===== config.mk =====
export PLATFORM = sky130hd
export DESIGN_NAME = phsp_status
export DESIGN_NICKNAME = d
export VERILOG_FILES = /design/src/phsp_pkg.sv /design/src/phsp_status.sv /design/src/phsp_pulse_timer.sv
export SDC_FILE = /design/constraint.sdc
export NUM_CORES = 1
export LEC_CHECK = 0
export ABC_CLOCK_PERIOD_IN_PS = 1780
export BUFFER_PORTS_ARGS = -buffer_cell sky130_fd_sc_hd__buf_2
export CAP_MARGIN = 20
export CORE_ASPECT_RATIO = 1.4
export CORE_UTILIZATION = 51
export CTS_CLUSTER_SIZE = 40
export DETAILED_ROUTE_END_ITERATION = 7
export HOLD_SLACK_MARGIN = 0.05
export PLACE_DENSITY = 0.79
export SETUP_SLACK_MARGIN = 0.05
export SYNTH_ARGS = -nofsm -noshare
export SYNTH_HDL_FRONTEND = slang
export SYNTH_SLANG_ARGS = --single-unit

===== constraint.sdc =====
create_clock -name sys_clk -period 1.78 [get_ports sys_clk]
set_input_delay 0.178 -clock sys_clk [delete_from_list [all_inputs] [get_ports sys_clk]]
set_output_delay 0.178 -clock sys_clk [all_outputs]
set_load 0.02 [all_outputs]

===== src/phsp_pkg.sv =====
// package with register layout, timing constants and carrier types for the processor-hot block
package phsp_pkg;

	// ---------------------------------------------------------------
	// register map
	// ---------------------------------------------------------------
	localparam logic [7:0] PHSP_STATUS_ADDR = 8'h21;
	localparam logic [15:0] PHSP_STATUS_RST = 16'hB800;

	localparam int PHSP_BIT_RSVD = 15;
	localparam int PHSP_BIT_EXT_EN = 14;
	localparam int PHSP_BIT_WIDTH_HI = 13;
	localparam int PHSP_BIT_WIDTH_LO = 12;
	localparam int PHSP_BIT_CLEAR = 11;
	localparam int PHSP_BIT_THERMAL_SHUTDOWN_FLAG = 10;
	localparam int PHSP_BIT_VAP_FAIL = 9;
	localparam int PHSP_BIT_VAP_EXIT = 8;
	localparam int PHSP_BIT_VIN_LIM = 7;

	localparam logic PHSP_RST_RSVD = 1'b1;
	localparam logic PHSP_RST_EXT_EN = 1'b0;
	localparam logic [1:0] PHSP_RST_WIDTH = 2'h3;
	localparam logic PHSP_RST_CLEAR = 1'b1;
	localparam logic [10:0] PHSP_RST_FLAGS = 11'h000;

	// flags cleared by a completed read: bits 10 and 6:0
	localparam logic [10:0] PHSP_RC_MASK = 11'h47F;
	// flags cleared by writing zero: bits 9, 8 and 7
	localparam logic [10:0] PHSP_WC_MASK = 11'h380;

	// ---------------------------------------------------------------
	// timing
	// ---------------------------------------------------------------
	localparam int PHSP_CLK_MHZ = 125;
	localparam int PHSP_T_W0_US = 100;
	localparam int PHSP_T_W1_US = 1000;
	localparam int PHSP_T_W2_US = 5000;
	localparam int PHSP_T_W3_US = 10000;
	localparam int PHSP_W0_CYC = PHSP_T_W0_US * PHSP_CLK_MHZ;
	localparam int PHSP_W1_CYC = PHSP_T_W1_US * PHSP_CLK_MHZ;
	localparam int PHSP_W2_CYC = PHSP_T_W2_US * PHSP_CLK_MHZ;
	localparam int PHSP_W3_CYC = PHSP_T_W3_US * PHSP_CLK_MHZ;
	localparam int PHSP_CNT_W = 21;

	localparam int PHSP_VAP_FAIL_LIMIT = 7;
	localparam int PHSP_VAP_CNT_W = 3;

	// ---------------------------------------------------------------
	// carrier types
	// ---------------------------------------------------------------
	// ordered so that the packed value lines up with status bits 6:0
	typedef struct packed {
		logic comparator_output;
		logic critical_current;
		logic nominal_current;
		logic discharge_level1;
		logic system_voltage;
		logic battery_removal;
		logic adapter_removal;
	} phsp_trig_t;

	typedef struct packed {
		logic input_overvoltage_fault;
		logic input_overcurrent_fault;
		logic system_overvoltage_fault;
		logic battery_overvoltage_fault;
		logic system_undervoltage_fault;
	} phsp_fault_t;

	typedef struct packed {
		logic [7:0] addr;
		logic wr_en;
		logic [15:0] wr_data;
		logic rd_en;
		logic rd_done;
	} phsp_req_t;

endpackage : phsp_pkg


===== src/phsp_status.sv =====
// processor-hot status register and pulse output logic
`timescale 1ns/1ps
module phsp_status
	import phsp_pkg::*;
#(
	parameter int W0_CYC = PHSP_W0_CYC,
	parameter int W1_CYC = PHSP_W1_CYC,
	parameter int W2_CYC = PHSP_W2_CYC,
	parameter int W3_CYC = PHSP_W3_CYC,
	parameter int VAP_FAIL_LIMIT = PHSP_VAP_FAIL_LIMIT
) (
	input wire logic sys_clk,
	input wire logic rst_n,
	input wire logic clk_en,
	input wire phsp_req_t reg_req,
	output logic [15:0] reg_rd_data,
	input wire phsp_trig_t trig_pins,
	input wire logic input_voltage_limit_pin,
	input wire logic thermal_shutdown_pin,
	input wire phsp_fault_t fault_pins,
	input wire logic input_voltage_profile_en,
	input wire logic peak_assist_req,
	input wire logic vap_load_attempt,
	input wire logic vap_load_fail,
	output logic peak_assist_mode,
	output logic processor_hot_out_n
);

	// ---------------------------------------------------------------
	// elaboration checks
	// ---------------------------------------------------------------
	initial begin
		if (W0_CYC < 1 || W1_CYC < 1 || W2_CYC < 1 || W3_CYC < 1)
			$error("phsp_status: pulse widths must be at least one cycle");
		if (W3_CYC >= (1 << PHSP_CNT_W) || W2_CYC >= (1 << PHSP_CNT_W))
			$error("phsp_status: pulse width exceeds timer range");
		if (VAP_FAIL_LIMIT < 1 || VAP_FAIL_LIMIT >= (1 << PHSP_VAP_CNT_W))
			$error("phsp_status: failure limit out of counter range");
	end

	// ---------------------------------------------------------------
	// functions
	// ---------------------------------------------------------------
	// width field to minimum low time in cycles
	function automatic logic [PHSP_CNT_W-1:0] width_cycles(input logic [1:0] code);
		logic [PHSP_CNT_W-1:0] val;
		case (code)
			2'h0: val = PHSP_CNT_W'(W0_CYC);
			2'h1: val = PHSP_CNT_W'(W1_CYC);
			2'h2: val = PHSP_CNT_W'(W2_CYC);
			default: val = PHSP_CNT_W'(W3_CYC);
		endcase
		return val;
	endfunction : width_cycles

	// ---------------------------------------------------------------
	// pin synchronisers
	// ---------------------------------------------------------------
	localparam int SYNC_W = 14;

	logic [SYNC_W-1:0] sync_a_r;
	logic [SYNC_W-1:0] sync_b_r;
	logic [SYNC_W-1:0] sync_a_nxt;
	logic [SYNC_W-1:0] sync_b_nxt;

	always_comb begin
		sync_a_nxt = {trig_pins, input_voltage_limit_pin, thermal_shutdown_pin, fault_pins};
		sync_b_nxt = sync_a_r;
	end

	always_ff @(posedge sys_clk or negedge rst_n) begin
		if (!rst_n) begin
			sync_a_r <= '0;
			sync_b_r <= '0;
		end else if (clk_en) begin
			sync_a_r <= sync_a_nxt;
			sync_b_r <= sync_b_nxt;
		end
	end

	phsp_trig_t trig_s;
	phsp_fault_t fault_s;
	logic vin_lim_s;
	logic thermal_shutdown_flag_s;
	logic trig_any;
	logic fault_any;

	assign trig_s = phsp_trig_t'(sync_b_r[13:7]);
	assign vin_lim_s = sync_b_r[6];
	assign thermal_shutdown_flag_s = sync_b_r[5];
	assign fault_s = phsp_fault_t'(sync_b_r[4:0]);
	assign trig_any = (|trig_s) | vin_lim_s;
	assign fault_any = |fault_s;

	// ---------------------------------------------------------------
	// register access decode
	// ---------------------------------------------------------------
	logic wr_hit;
	logic rd_hit;

	assign wr_hit = reg_req.wr_en && (reg_req.addr == PHSP_STATUS_ADDR);
	assign rd_hit = reg_req.rd_en && (reg_req.addr == PHSP_STATUS_ADDR);

	// ---------------------------------------------------------------
	// peak-assist supervision
	// ---------------------------------------------------------------
	logic [PHSP_VAP_CNT_W-1:0] vap_cnt_r;
	logic [PHSP_VAP_CNT_W-1:0] vap_cnt_nxt;
	logic vap_mode_r;
	logic vap_mode_nxt;
	logic vap_fail_evt;
	logic vap_exit_evt;
	logic [10:0] flag_r;

	always_comb begin
		vap_cnt_nxt = vap_cnt_r;
		vap_fail_evt = 1'b0;
		if (vap_mode_r && vap_load_attempt) begin
			if (!vap_load_fail) begin
				vap_cnt_nxt = '0;
			end else if (vap_cnt_r == PHSP_VAP_CNT_W'(VAP_FAIL_LIMIT - 1)) begin
				vap_fail_evt = 1'b1;
				vap_cnt_nxt = '0;
			end else begin
				vap_cnt_nxt = vap_cnt_r + PHSP_VAP_CNT_W'(1);
			end
		end
		// stays off while the failure flag is latched
		vap_mode_nxt = peak_assist_req && !flag_r[PHSP_BIT_VAP_FAIL] && !vap_fail_evt
			&& !fault_any;
		// exit by host disable or fault; a failure exit is reported on its own bit
		vap_exit_evt = vap_mode_r && !vap_mode_nxt && !vap_fail_evt;
	end

	always_ff @(posedge sys_clk or negedge rst_n) begin
		if (!rst_n) begin
			vap_cnt_r <= '0;
			vap_mode_r <= 1'b0;
		end else if (clk_en) begin
			vap_cnt_r <= vap_cnt_nxt;
			vap_mode_r <= vap_mode_nxt;
		end
	end

	assign peak_assist_mode = vap_mode_r;

	// ---------------------------------------------------------------
	// status flags and read snapshot
	// ---------------------------------------------------------------
	logic [10:0] flag_nxt;
	logic [10:0] flag_set;
	logic [10:0] flag_clr;
	logic [15:0] snap_r;
	logic [15:0] snap_nxt;
	logic rd_pend_r;
	logic rd_pend_nxt;
	logic ext_en_r;
	logic ext_en_nxt;
	logic [1:0] width_r;
	logic [1:0] width_nxt;
	logic clear_r;
	logic clear_nxt;

	always_comb begin
		flag_set = '0;
		flag_set[PHSP_BIT_THERMAL_SHUTDOWN_FLAG] = thermal_shutdown_flag_s;
		flag_set[PHSP_BIT_VAP_FAIL] = vap_fail_evt;
		flag_set[PHSP_BIT_VAP_EXIT] = vap_exit_evt;
		flag_set[PHSP_BIT_VIN_LIM] = vin_lim_s && input_voltage_profile_en;
		flag_set[6:0] = trig_s;

		// only bits seen as one by the finished read are cleared
		flag_clr = '0;
		if (rd_pend_r && reg_req.rd_done)
			flag_clr = snap_r[10:0] & PHSP_RC_MASK;
		if (wr_hit)
			flag_clr = flag_clr | (~reg_req.wr_data[10:0] & PHSP_WC_MASK);

		// a new event in the clearing cycle survives
		flag_nxt = (flag_r & ~flag_clr) | flag_set;

		ext_en_nxt = ext_en_r;
		width_nxt = width_r;
		// bit 11 reads idle again one cycle after a clear was written
		clear_nxt = PHSP_RST_CLEAR;
		if (wr_hit) begin
			ext_en_nxt = reg_req.wr_data[PHSP_BIT_EXT_EN];
			width_nxt = reg_req.wr_data[PHSP_BIT_WIDTH_HI:PHSP_BIT_WIDTH_LO];
			clear_nxt = reg_req.wr_data[PHSP_BIT_CLEAR];
		end

		snap_nxt = snap_r;
		rd_pend_nxt = rd_pend_r;
		if (rd_hit) begin
			snap_nxt = {PHSP_RST_RSVD, ext_en_r, width_r, clear_r, flag_r};
			rd_pend_nxt = 1'b1;
		end else if (reg_req.rd_en) begin
			// unmapped address reads as zero and clears nothing
			snap_nxt = '0;
			rd_pend_nxt = 1'b0;
		end else if (reg_req.rd_done) begin
			rd_pend_nxt = 1'b0;
		end
	end

	always_ff @(posedge sys_clk or negedge rst_n) begin
		if (!rst_n) begin
			flag_r <= PHSP_RST_FLAGS;
			ext_en_r <= PHSP_RST_EXT_EN;
			width_r <= PHSP_RST_WIDTH;
			clear_r <= PHSP_RST_CLEAR;
			snap_r <= PHSP_STATUS_RST;
			rd_pend_r <= 1'b0;
		end else if (clk_en) begin
			flag_r <= flag_nxt;
			ext_en_r <= ext_en_nxt;
			width_r <= width_nxt;
			clear_r <= clear_nxt;
			snap_r <= snap_nxt;
			rd_pend_r <= rd_pend_nxt;
		end
	end

	assign reg_rd_data = snap_r;

	// ---------------------------------------------------------------
	// processor-hot output
	// ---------------------------------------------------------------
	logic timer_start;
	logic timer_busy;
	logic ext_hold_r;
	logic ext_hold_nxt;
	logic hot_low_r;
	logic hot_low_nxt;

	// the timer restarts while a trigger stays high, so the width counts from its end
	assign timer_start = trig_any && !ext_en_r;

	phsp_pulse_timer #(
		.CNT_W(PHSP_CNT_W)
	) u_timer (
		.sys_clk(sys_clk),
		.rst_n(rst_n),
		.clk_en(clk_en),
		.start(timer_start),
		.load_val(width_cycles(width_r)),
		.busy(timer_busy)
	);

	always_comb begin
		// clear wins unless extension is enabled and a trigger is present in the same cycle
		ext_hold_nxt = (ext_hold_r && clear_r) || (ext_en_r && trig_any);
		if (!ext_en_r && !trig_any)
			ext_hold_nxt = ext_hold_r && clear_r;
		hot_low_nxt = trig_any
			|| ext_hold_r
			|| (!ext_en_r && timer_busy)
			|| flag_r[PHSP_BIT_VAP_EXIT]
			|| (flag_r[PHSP_BIT_VIN_LIM] && input_voltage_profile_en);
	end

	always_ff @(posedge sys_clk or negedge rst_n) begin
		if (!rst_n) begin
			ext_hold_r <= 1'b0;
			hot_low_r <= 1'b0;
		end else if (clk_en) begin
			ext_hold_r <= ext_hold_nxt;
			hot_low_r <= hot_low_nxt;
		end
	end

	assign processor_hot_out_n = !hot_low_r;

endmodule : phsp_status


===== src/phsp_pulse_timer.sv =====
// minimum-width timer for the processor-hot low pulse
`timescale 1ns/1ps
module phsp_pulse_timer
	import phsp_pkg::*;
#(
	parameter int CNT_W = PHSP_CNT_W
) (
	input wire logic sys_clk,
	input wire logic rst_n,
	input wire logic clk_en,
	input wire logic start,
	input wire logic [CNT_W-1:0] load_val,
	output logic busy
);

	logic [CNT_W-1:0] count_r;
	logic [CNT_W-1:0] count_nxt;

	initial begin
		if (CNT_W < 2)
			$error("phsp_pulse_timer: counter too narrow");
	end

	// the start cycle itself is already low, so one cycle is taken off
	always_comb begin
		count_nxt = count_r;
		if (start)
			count_nxt = load_val - CNT_W'(1);
		else if (count_r != '0)
			count_nxt = count_r - CNT_W'(1);
	end

	always_ff @(posedge sys_clk or negedge rst_n) begin
		if (!rst_n)
			count_r <= '0;
		else if (clk_en)
			count_r <= count_nxt;
	end

	assign busy = (count_r != '0);

endmodule : phsp_pulse_timer


==> metrics.cfg <==
[status]
status=complete, but fails checks
failed_checks=negative setup slack

[final_layout]
final_cell_mix=dfrtp_1 (79), nand2_1 (60), buf_4 (56), buf_2 (55), mux2_2 (32)
layout.nets=561
drive_gt1_frac=0.429
area.growth.synth_to_final_pct=33.5
n_fill_cell=556
n_antenna_cell=0
fin_cells=613
layout_commonest_cell=dfrtp_1

[timing]
finalMaxSlewViolations=0
maxSlewHeadroom=0.599
fmax_mhz=522
fin_crit_sh=1.08
final_hold_viol_count=0
period_needed_ns=1.92
rsz0062_at_grt=true
worst_pin_slew_ns=0.600
holdWs_ns=0.0657
finalSetupViolCount=19
layout_setup_ws_ns=-0.136
finalClockSkew_ns=0.0131

[global_route]
grt_pass1_vias=3608
grt_use_total=0.264
grt_pass1_wl_um=17100
grt_max_degree=58
grt_overflow=0
grt_antenna_before_repair=0

[pwr]
power_density_nw_per_um2=755
p_leak_nw=2.39
ir_worst_vdd_mv=0.724

[clock_network]
clock-sinks=87
clk-insertion-delay-late_ns=0.35
cts_made_buffers=9
clockBufferDepth=2
htreeDepth=3
cts_tree=yes
root_buffer=clkbuf_8
clk_pin_slew_ns=0.09

[place]
dp_hpwl_um=7000
dp.cells=572
place.gp.congestion=0.890
io_buffers=56

[setup_path]
worstPathArrival_ns=2.17
critPathMaxStageDelay_ns=0.59
required_ns=2.03
worstSetupPathType=reg -> reg
cp_max_fo=7
reg2reg_depth=6
critical_path.cell_chain=or4_4 > o21ai_4 > buf_6 > or3_1 > o31ai_1 > a22o_1
cp-start-kind=flop
regToRegSetupSlack_ns=-0.14
critPathSlowestCell=or4_4
end_kind=flop

[die]
start_util=0.531
rows=38
fp.coreArea_um2=7800
io_pins=66
die_x_um=78.1
die_area_um2=8480
die_h_um=109

[yosys]
synth_top_cell_by_area=dfrtp_1
syn_avg_cell_area_um2=10.7
yosys.area.top_type_share=0.484
synth_edf_count=0
seq_area_frac_synth=0.528
ys_ff_latch=87
syn_nets=439
ys.flop_type=dfrtp_1
ys_top_cells_by_area=dfrtp_1 (48%), mux2_2 (8.7%), nand2_1 (5.6%), o21ai_0 (4.6%), dfstp_2 (4.4%)
syn_area_um2=4140
syn_inst=386
synth.distinct_cells=61
ys_warn_count=0
async_reset_ff_frac=1.00

[routing]
drt_iter0_drc=268
dr.pass1.iters=4
viasPerCell=5.83
drc=0
ant_nets=0
vias=3574
routedWlPerCell_um=17.1
drt_wl_total_um=10500

[min_path]
hp-class=in -> reg
holdPathStages=2

[run]
maxCapViolCount=0

[metal layers]
metal,global-route usage,wire [um],vias to the layer above
met1,0.321,4150,1756
met3,0.0489,514,36
li1,-,-,1654
met5,0,0,-
met4,0.135,364,0
met2,0.446,5440,128
[layout make-up]
cell class	count	area [um2]	share of cell area
clock buffers	10	138	0.0249
clock inverters	6	60.1	0.0109
inverters	9	33.8	0.00612
multi-input cells	268	2030	0.367
flip-flops and latches	87	2190	0.396
well taps	100	125	0.0227
repair buffers	133	955	0.173
[worst paths after layout]
kind | start | to
min in group asynchronous | rst_n | width_r[1]
hold / removal | trig_pins[2] | sync_a_r[9]
setup reg to reg | sync_b_r[11] | u_timer.count_r[13]
max in group asynchronous | rst_n | clear_r
setup / recovery | sync_b_r[11] | u_timer.count_r[13]
hold reg to reg | reg_rd_data[13] | reg_rd_data[13]
[Yosys cell counts, types with 2 or more instances]
master / instances
nand3b_1: 2
o21ai_0: 38
o311ai_0: 3
a22o_1: 9
a32o_1: 2
mux2i_1: 2
ha_1: 5
a22oi_1: 3
nor3_1: 6
nor3_2: 2
dfrtp_1: 80
or4_1: 4
mux2_2: 32
a31oi_1: 4
o21ai_1: 3
buf_2: 2
inv_1: 9
or3_1: 2
and4_1: 3
nor4b_1: 2
and3_1: 5
clkbuf_1: 17
o31ai_1: 3
o211ai_1: 2
nand2b_1: 2
nor2_1: 15
dfstp_2: 7
nor2b_1: 2
o41ai_1: 4
a21oi_1: 5
buf_6: 2
nand2_1: 62
nor4_1: 6
nor4_2: 3
nand3_1: 11
or4_4: 2
[report_power, final]
group	switching, mW	internal, mW	leakage (nW)	total, mW
Combinational	0.309	0.310	1.26	0.619
Clock	0.683	0.679	0.0981	1.36
Sequential	0.0863	2.11	1.03	2.19
[stage by stage]
stage               area [um2]  worst slack [ns]  power, mW  utilization  TNS (ns)
finish                    5520            -0.136       4.17        0.708     -1.46
floorplan                 4160           -0.0236       2.49            -   -0.0474
global route              5520            -0.178       4.36        0.708     -2.33
detailed placement        4890            -0.214       2.77        0.627     -2.61
global placement          4890            -0.168       2.75        0.627     -1.55
CTS                       5430           -0.0835       4.19        0.696    -0.622
[worst max-delay path, delay by kind of cell (launching register included)]
kind,cells,cell delay [ns]
AND/OR/NAND/NOR,2,0.70
AO/OA/AOI/OAI,3,0.55
flip-flops,1,0.38
buffers and inverters,1,0.19
[registers in the layout, indices dropped and copies added (netlist names)]
register	flops
clear_r	1
ext_en_r	1
ext_hold_r	1
flag_r	11
hot_low_r	1
peak_assist_mode	1
rd_pend_r	1
reg_rd_data	16
sync_a_r	14
sync_b_r	14
u_timer.count_r	21
vap_cnt_r	3
width_r	2
[cells by family (layout without fill, tap and decap cells)]
| logic type | Yosys count | after routing | share of synthesized area |
|---|---|---|---|
| compound gates | 94 | 95 | 0.160 |
| simple gates | 133 | 133 | 0.169 |
| xor+xnor | 1 | 1 | 0.00212 |
| fa+ha+maj | 5 | 5 | 0.0151 |
| flops | 87 | 87 | 0.528 |
| buf+inv | 32 | 158 | 0.0342 |
| mux | 34 | 34 | 0.0919 |
[repair_timing]
item,4_1_cts,5_1_grt
buffers inserted,9,3
hold endpoints to repair,93,0
pin swaps,17,9
gates cloned,1,0
setup endpoints to repair,22,22
hold buffers,12,0
resized for setup,36,16
Power figures use the tool's default switching activity.
